`src/ubs_consts.vh`:
```
`ifndef UBS_CONSTS_VH
`define UBS_CONSTS_VH

// ============================================================
// Register byte offsets
`define UBS_ADDR_CTRL 8'h00
`define UBS_ADDR_BUFCTRL 8'h04
`define UBS_ADDR_STATUS 8'h08
`define UBS_ADDR_RXDATA 8'h0c

// ============================================================
// Control register field positions
`define UBS_CTRL_DOUBLE 0
`define UBS_CTRL_LOWSPD 1
`define UBS_CTRL_OVR_EN 2
`define UBS_CTRL_OVR_DP 3
`define UBS_CTRL_OVR_DM 4
`define UBS_CTRL_W 5
`define UBS_CTRL_RESET 5'h00

// ============================================================
// Status register field positions
`define UBS_ST_CONNECTED 0
`define UBS_ST_BUF_SEL 1
`define UBS_ST_DONE_SEL 2
`define UBS_ST_BUF_DONE 3
`define UBS_ST_RX_DROP 4
`define UBS_ST_RX_AVAIL 5

// ============================================================
// Buffer control word layout and reset value
`define UBS_HALF_W 16
`define UBS_SECOND_LSB 16
`define UBS_BUFCTRL_RESET 32'h0000_0000

// ============================================================
// Packet sizes in bytes
`define UBS_MAXPKT_LS 11'h008
`define UBS_MAXPKT_FS 11'h040

// ============================================================
// Timing: clock period, idle window and reset detection
`define UBS_CLK_PERIOD_NS 5
`define UBS_IDLE_J_US 800
`define UBS_IDLE_J_CYCLES ((`UBS_IDLE_J_US * 1000 + `UBS_CLK_PERIOD_NS - 1) / `UBS_CLK_PERIOD_NS)
`define UBS_SE0_DETECT_NS 2500
`define UBS_SE0_CYCLES ((`UBS_SE0_DETECT_NS + `UBS_CLK_PERIOD_NS - 1) / `UBS_CLK_PERIOD_NS)

`endif

```
`src/ubs_buf2.v`:
```
`timescale 1ns/1ps
`include "ubs_consts.vh"

// ============================================================
// Two-entry buffer with valid and ready on both sides.
module ubs_buf2 #(
   parameter W = 8
) (
   input wire clk,
   input wire rst,
   input wire in_valid,
   output wire in_ready,
   input wire [W-1:0] in_data,
   output wire out_valid,
   input wire out_ready,
   output wire [W-1:0] out_data
);

   // Storage entries, held in flip-flops.
   reg [W-1:0] mem [0:1];
   // Write and read indices.
   reg wr_idx;
   reg rd_idx;
   // Number of entries held, zero to two.
   reg [1:0] count;

   wire push = in_valid & in_ready;
   wire pop = out_valid & out_ready;

   // Full and empty follow the entry count directly.
   assign in_ready = (count != 2'h2);
   assign out_valid = (count != 2'h0);
   assign out_data = mem[rd_idx];

   // ============================================================
   // Index and count update.
   always @(posedge clk) begin
      if (rst) begin
         wr_idx <= 1'b0;
         rd_idx <= 1'b0;
         count <= 2'h0;
      end else begin
         if (push) begin
            wr_idx <= ~wr_idx;
         end
         if (pop) begin
            rd_idx <= ~rd_idx;
         end
         if (push & ~pop) begin
            count <= count + 2'h1;
         end else if (pop & ~push) begin
            count <= count - 2'h1;
         end
      end
   end

   // Entry write; storage needs no reset.
   always @(posedge clk) begin
      if (push) begin
         mem[wr_idx] <= in_data;
      end
   end

endmodule

```
`src/ubs_ctrl.v`:
```
`timescale 1ns/1ps
`include "ubs_consts.vh"

// ============================================================
// Buffer selector, status write-back and reset exit logic.
module ubs_ctrl #(
   parameter [17:0] IDLE_CYCLES = `UBS_IDLE_J_CYCLES,
   parameter DW = 8
) (
   input wire clk,
   input wire rst,
   // Register port.
   input wire [7:0] addr,
   input wire [31:0] wdata,
   input wire wr,
   input wire rd,
   output reg [31:0] rdata,
   // Line pins, asynchronous to clk.
   input wire dp_pin,
   input wire dm_pin,
   // Host transaction engine.
   input wire hc_txn_start,
   input wire [10:0] hc_txn_len,
   input wire hc_pkt_done,
   input wire [15:0] hc_pkt_status,
   output reg [15:0] hc_buf_info,
   output wire hc_buf_sel,
   output reg hc_buf_done,
   // Device receive path.
   input wire rx_valid,
   output wire rx_ready,
   input wire [DW-1:0] rx_data,
   output wire connected
);

   // ============================================================
   // State codes for the device link, one-hot.
   localparam [1:0] ST_RESET = 2'b01;
   localparam [1:0] ST_CONN = 2'b10;
   // Reset detection length in cycles, cut on purpose to the counter width.
   localparam [31:0] SE0_FULL = `UBS_SE0_CYCLES;
   localparam [9:0] SE0_CYCLES = SE0_FULL[9:0];

   // Control register.
   reg [`UBS_CTRL_W-1:0] ctrl;
   // Buffer control word holding both halves.
   reg [31:0] bufctrl;
   // Current buffer selector, zero is the first buffer.
   reg buf_sel;
   // Selector value captured at the last completion.
   reg done_buffer_select_status;
   // Sticky completion flag, write one to clear.
   reg buf_done;
   // Sticky flag for packets refused before connection.
   reg rx_drop;
   // Bytes still to move in the current host transaction.
   reg [10:0] txn_left;
   // Device link state.
   reg [1:0] state;
   // Counter of continuous idle J cycles.
   reg [17:0] idle_cnt;
   // Counter of continuous SE0 cycles.
   reg [9:0] se0_cnt;
   // Two-stage synchronisers for the pins.
   reg dp_s1;
   reg dp_s2;
   reg dm_s1;
   reg dm_s2;

   wire dbl = ctrl[`UBS_CTRL_DOUBLE];
   wire [10:0] maxpkt = ctrl[`UBS_CTRL_LOWSPD] ? `UBS_MAXPKT_LS : `UBS_MAXPKT_FS;
   wire wr_ctrl = wr & (addr == `UBS_ADDR_CTRL);
   wire wr_buf = wr & (addr == `UBS_ADDR_BUFCTRL);
   wire wr_stat = wr & (addr == `UBS_ADDR_STATUS);
   wire rd_rx = rd & (addr == `UBS_ADDR_RXDATA);

   // ============================================================
   // Pin synchronisers; the first stage feeds only the second.
   always @(posedge clk) begin
      if (rst) begin
         dp_s1 <= 1'b0;
         dp_s2 <= 1'b0;
         dm_s1 <= 1'b0;
         dm_s2 <= 1'b0;
      end else begin
         dp_s1 <= dp_pin;
         dp_s2 <= dp_s1;
         dm_s1 <= dm_pin;
         dm_s2 <= dm_s1;
      end
   end

   // line input override
   // The override replaces the pin level seen by the controller.
   wire dp_line = ctrl[`UBS_CTRL_OVR_EN] ? ctrl[`UBS_CTRL_OVR_DP] : dp_s2;
   wire dm_line = ctrl[`UBS_CTRL_OVR_EN] ? ctrl[`UBS_CTRL_OVR_DM] : dm_s2;

   // full speed J
   // Idle J is the positive line high and the negative line low.
   wire line_j = dp_line & ~dm_line;
   // Single-ended zero has both lines low.
   wire line_se0 = ~dp_line & ~dm_line;

   // ============================================================
   // Control register write.
   always @(posedge clk) begin
      if (rst) begin
         ctrl <= `UBS_CTRL_RESET;
      end else if (wr_ctrl) begin
         ctrl <= wdata[`UBS_CTRL_W-1:0];
      end
   end

   // ============================================================
   // SE0 length counter, saturating at the detection length.
   always @(posedge clk) begin
      if (rst) begin
         se0_cnt <= 10'h000;
      end else if (!line_se0) begin
         se0_cnt <= 10'h000;
      end else if (se0_cnt != SE0_CYCLES) begin
         se0_cnt <= se0_cnt + 10'h001;
      end
   end

   wire se0_seen = (se0_cnt == SE0_CYCLES);

   // ============================================================
   // Device link state machine.
   always @(posedge clk) begin
      if (rst) begin
         state <= ST_RESET;
         idle_cnt <= 18'h00000;
      end else begin
         case (state)
            ST_RESET: begin
               // idle window count
               // Any non-idle line state restarts the window.
               if (!line_j) begin
                  idle_cnt <= 18'h00000;
               end else if (idle_cnt == IDLE_CYCLES - 18'h00001) begin
                  idle_cnt <= 18'h00000;
                  state <= ST_CONN;
               end else begin
                  idle_cnt <= idle_cnt + 18'h00001;
               end
            end
            ST_CONN: begin
               // enter reset
               // A host reset returns the link to RESET.
               idle_cnt <= 18'h00000;
               if (se0_seen) begin
                  state <= ST_RESET;
               end
            end
            default: begin
               state <= ST_RESET;
               idle_cnt <= 18'h00000;
            end
         endcase
      end
   end

   assign connected = (state == ST_CONN);

   // ============================================================
   // Receive buffer; the head is read through the data register.
   wire buf_in_ready;
   wire buf_out_valid;
   wire [DW-1:0] buf_out_data;

   // refuse before connect
   // Before connection bytes are taken and discarded.
   wire rx_keep = rx_valid & connected;
   assign rx_ready = connected ? buf_in_ready : 1'b1;

   ubs_buf2 #(
      .W(DW)
   ) u_rxbuf (
      .clk(clk),
      .rst(rst),
      .in_valid(rx_keep),
      .in_ready(buf_in_ready),
      .in_data(rx_data),
      .out_valid(buf_out_valid),
      .out_ready(rd_rx),
      .out_data(buf_out_data)
   );

   // ============================================================
   // Refused packet flag; a new refusal wins over a clear.
   always @(posedge clk) begin
      if (rst) begin
         rx_drop <= 1'b0;
      end else if (rx_valid & ~connected) begin
         rx_drop <= 1'b1;
      end else if (wr_stat & wdata[`UBS_ST_RX_DROP]) begin
         rx_drop <= 1'b0;
      end
   end

   // ============================================================
   // Host transaction tracking.
   // A packet is the last of its buffer when no more than one
   // maximum sized packet of bytes remains.
   wire last_pkt = (txn_left <= maxpkt);

   always @(posedge clk) begin
      if (rst) begin
         txn_left <= 11'h000;
      end else if (hc_txn_start) begin
         txn_left <= hc_txn_len;
      end else if (hc_pkt_done) begin
         txn_left <= last_pkt ? 11'h000 : (txn_left - maxpkt);
      end
   end

   // ============================================================
   // Buffer selector.
   always @(posedge clk) begin
      if (rst) begin
         buf_sel <= 1'b0;
      end else if (dbl) begin
         // double buffered toggle
         // Each completed packet moves to the other buffer.
         if (hc_pkt_done) begin
            buf_sel <= ~buf_sel;
         end
      end else begin
         // single buffered hold
         // The selector is held at the first buffer.
         buf_sel <= 1'b0;
      end
   end

   assign hc_buf_sel = buf_sel;

   // single buffered write-back
   // Status lands in the first half unless double buffered with the second buffer selected.
   wire wb_second = dbl & buf_sel;

   // ============================================================
   // Buffer control word; hardware write-back wins over software.
   always @(posedge clk) begin
      if (rst) begin
         bufctrl <= `UBS_BUFCTRL_RESET;
      end else begin
         if (wr_buf) begin
            bufctrl <= wdata;
         end
         // half layout
         // The second buffer sits sixteen bits above the first.
         if (hc_pkt_done) begin
            if (wb_second) begin
               bufctrl[`UBS_SECOND_LSB +: `UBS_HALF_W] <= hc_pkt_status;
            end else begin
               bufctrl[0 +: `UBS_HALF_W] <= hc_pkt_status;
            end
         end
      end
   end

   // ============================================================
   // Buffer information fetch for the next packet.
   always @(posedge clk) begin
      if (rst) begin
         hc_buf_info <= 16'h0000;
      end else if (hc_txn_start | hc_pkt_done) begin
         // single buffered fetch
         // The selector matters only in double buffered mode.
         if (dbl & (hc_pkt_done ? ~buf_sel : buf_sel)) begin
            hc_buf_info <= bufctrl[`UBS_SECOND_LSB +: `UBS_HALF_W];
         end else begin
            hc_buf_info <= bufctrl[0 +: `UBS_HALF_W];
         end
      end
   end

   // ============================================================
   // Completion record and done flag.
   wire buf_complete = hc_pkt_done & (dbl | last_pkt);

   always @(posedge clk) begin
      if (rst) begin
         done_buffer_select_status <= 1'b0;
         buf_done <= 1'b0;
         hc_buf_done <= 1'b0;
      end else begin
         hc_buf_done <= buf_complete;
         // record selector
         // The half that completed is kept for software.
         if (buf_complete) begin
            done_buffer_select_status <= wb_second;
         end
         // A completion wins over a clear in the same cycle.
         if (buf_complete) begin
            buf_done <= 1'b1;
         end else if (wr_stat & wdata[`UBS_ST_BUF_DONE]) begin
            buf_done <= 1'b0;
         end
      end
   end

   // ============================================================
   // Register read data, valid in the cycle after the strobe.
   always @(posedge clk) begin
      if (rst) begin
         rdata <= 32'h0000_0000;
      end else if (rd) begin
         case (addr)
            `UBS_ADDR_CTRL: begin
               rdata <= {{(32 - `UBS_CTRL_W){1'b0}}, ctrl};
            end
            `UBS_ADDR_BUFCTRL: begin
               rdata <= bufctrl;
            end
            `UBS_ADDR_STATUS: begin
               rdata <= {26'h0000000, buf_out_valid, rx_drop, buf_done,
                         done_buffer_select_status, buf_sel, connected};
            end
            `UBS_ADDR_RXDATA: begin
               // An empty buffer reads as zero and pops nothing.
               rdata <= buf_out_valid ? {{(32 - DW){1'b0}}, buf_out_data} : 32'h0000_0000;
            end
            default: begin
               rdata <= 32'h0000_0000;
            end
         endcase
      end else begin
         rdata <= 32'h0000_0000;
      end
   end

endmodule

```
`config.mk`:
```
export PLATFORM = sky130hd
export DESIGN_NAME = ubs_ctrl
export DESIGN_NICKNAME = d
export VERILOG_FILES = /design/src/ubs_buf2.v /design/src/ubs_ctrl.v
export VERILOG_INCLUDE_DIRS = /design/src
export SDC_FILE = /design/constraint.sdc
export NUM_CORES = 1
export LEC_CHECK = 0
export ABC_AREA = 1
export BUFFER_PORTS_ARGS = -buffer_cell sky130_fd_sc_hd__buf_2
export CORE_MARGIN = 2
export CORE_UTILIZATION = 35
export DETAILED_ROUTE_END_ITERATION = 16
export GPL_TIMING_DRIVEN = 0
export HOLD_SLACK_MARGIN = 0.1
export PLACE_DENSITY = 0.62
export SYNTH_ARGS = -nofsm -noshare
export SYNTH_HDL_FRONTEND = slang
export SYNTH_SLANG_ARGS = --single-unit
export TNS_END_PERCENT = 1
```
`constraint.sdc`:
```
create_clock -name clk -period 1.7 [get_ports clk]
set_input_delay 0.255 -clock clk [delete_from_list [all_inputs] [get_ports clk]]
set_output_delay 0.255 -clock clk [all_outputs]
set_load 0.01 [all_outputs]
```
==> reports/metrics.csv <==
metric;value;unit
FF+latch count, synth;156;
Final min period;1.671;ns
Placed Area;0.008030;mm²
average wire per standard cell;14.14;µm
commonest non-fill, non-tap cell in the layout;nand2_1;
Initial Utilization;35.84;%
initial antenna violation count;5;
largest net degree at the start of global routing;17;
clk slew on worst S/H paths;0.07;ns
Final Hold Fails;0;
die height;145.6;µm
antenna-violating nets left;0;
fin nets;1232;
Area Growth Syn to Fin;27.89;%
Routed WL;20.11;mm
most frequent cells in the layout;218 x nand2_1, 143 x buf_2, 135 x dfxtp_1;
FP Rows;51;
data arrival time of the critical path;2.02;ns
non-filler cells, final;1422;
vias in the first global route;6340;
Clock Skews;0.009862;ns
prevailing post-synth register cell;dfxtp_1;
Placer Congestion;0.8925;
CTS Buffer Depth;2;
initial DRC count;386;
Setup crit end kind;register;
Worst-Margin Slew;0.7360;ns
WP data required;2.05;ns
sequential share of the synthesized area;46.76;%
vias per cell;4.616;
Clock Sinks;156;
mapped cell area;0.007022;mm²
Slew Viols, Final;0;
max_slew headroom;50.93;%
global-route wire length before repair;32.24;mm
Core Region;0.01959;mm²
syn_area_per_cell;7.269;µm²
hold crit path type;primary input to register;
Pre-Repair DR Iteration Count;5;
critical path type;register to register;
ys async rst share;0;%
Worst Path Max Fanout;8;
RSZ-0062 raised after global routing;true;
setup TNS;0;ns
chip width;145.6;µm
Die Area;0.02121;mm²
synth unique cells;39;
Ys Warns;0;
crit share post-route;98.27;%
Worst VDD drop;0.6387;mV
gr usage total;19.15;%
Final Setup Violations;0;
CTS Buf Count;17;
Fillers;1997;
H-tree levels;4;
fmax;598.6;MHz
via count;6564;
status;finished clean;
IO Count;136;
syn_nets;1057;
Synth Instances;966;
Placed Cells;1365;
Power Dens Cells;953.7;mW/mm²
EDFF count, synth;16;
DRC Markers;0;
maxcap violations;0;
final design instance area without fill;0.008980;mm²
Min Hold Slack;0.1092;ns
clock root buffer;clkbuf_16;
Pleak;0.004081;µW
clock latency on the worst-skew pair;0.43;ns
Startpoint Class;register;
total congestion overflow;0;
hpwl dp;15.12;mm
CTS tree;yes;
IO Port Bufs;134;
layout cells sized above 1;21.14;%
critical path: stages, from the launching register on:
cell,delay [ns]
dfxtp_2,0.36
ha_2,0.21
ha_2,0.18
nand2_1,0.08
nand2_2,0.08
nand3_2,0.10
nand2_1,0.09
nor2_4,0.24
nand3_1,0.11
a21oi_1,0.14
flip-flops by register name (all words and copies together) (netlist names), 5 cells and up, named ones only:
name         count
bufctrl         32
txn_left        11
idle_cnt        18
ctrl             5
se0_cnt         10
rdata           32
u_rxbuf.mem     16
hc_buf_info     16
where the power goes:
group          internal [µW]  switching [µW]
clock                   2470            1560
sequential              3800            66.4
combinational            278             396
worst paths after layout:
kind | start | endpoint | slack (ns) | cells after the start
setup / recovery | ctrl[1] | txn_left[5] | 0.03 | 9
hold / removal | hc_pkt_status[12] | bufctrl[12] | 0.11 | 3
setup reg to reg | ctrl[1] | txn_left[5] | 0.03 | 9
hold reg to reg | dp_s1 | dp_s2 | 0.41 | 2
stage by stage:
step | power (µW) | setup WS (ns) | utilization [%]
2_1_floorplan | 4285 | 0.008607 | -
3_3_place_gp | 4557 | -0.3871 | 40.99
3_5_place_dp | 4565 | -0.4073 | 40.99
4_1_cts | 8613 | -0.1043 | 45.42
5_1_grt | 8858 | -0.1348 | 45.84
6_report | 8564 | 0.02941 | 45.84
final cells by class:
type                            count  area, µm²  area share [%]
Antenna cell                        3      7.507         0.08360
Buffer                             35      178.9           1.992
Clock buffer                       19      432.9           4.821
Clock inverter                     13      192.7           2.146
Inverter                          132      496.7           5.532
Multi-Input combinational cell    643       3159           35.18
Sequential cell                   156       3294           36.69
Tap cell                          265      331.6           3.692
Timing Repair Buffer              156      885.9           9.865
cells in the mapped netlist (3+ instances only):
cell	n	area (µm²)
or2_2	9	56.30
nand2_2	3	18.77
nor2_2	14	87.58
buf_2	9	45.04
a21oi_1	41	205.2
ha_1	7	87.58
nand3b_1	4	30.03
nand3_1	81	405.4
clkbuf_1	17	63.81
inv_1	129	484.2
nand2_1	220	825.8
dfxtp_1	140	2803
nor2_1	135	506.7
mux2_2	4	45.04
xnor2_1	3	26.28
buf_1	4	15.01
o21ai_0	48	240.2
buf_4	3	22.52
xor2_1	13	113.9
nand4_1	11	68.82
a22oi_1	8	60.06
nor3_1	24	120.1
edfxtp_1	16	480.5
cell families after synthesis:
kind of cell / count (synthesis) / synth area share (%)
buffers and inverters: 167 / 9.604
and+or+nand+nor: 515 / 32.22
AOI/OAI and AO/OA: 101 / 7.538
adders and majority gates: 7 / 1.247
muxes: 4 / 0.6414
DFF: 156 / 46.76
xor gates and xnor gates: 16 / 1.996
per-layer routing:
metal	share of wire [%]	track usage [%]	vias up
li1	-	-	3397
met1	46	24.41	2946
met2	46	31.04	182
met3	5.5	4.796	37
met4	2.6	7.892	2
met5	0.065	0	-
repair_timing:
item / CTS / global route
gates resized for setup: 12 / 20
pin swaps: 2 / 6
setup endpoints to repair: 42 / 35
hold buffers: 20 / 0
buffers inserted: 1 / 1
hold endpoints to repair: 30 / 0
(Power assumes the default switching activity.)
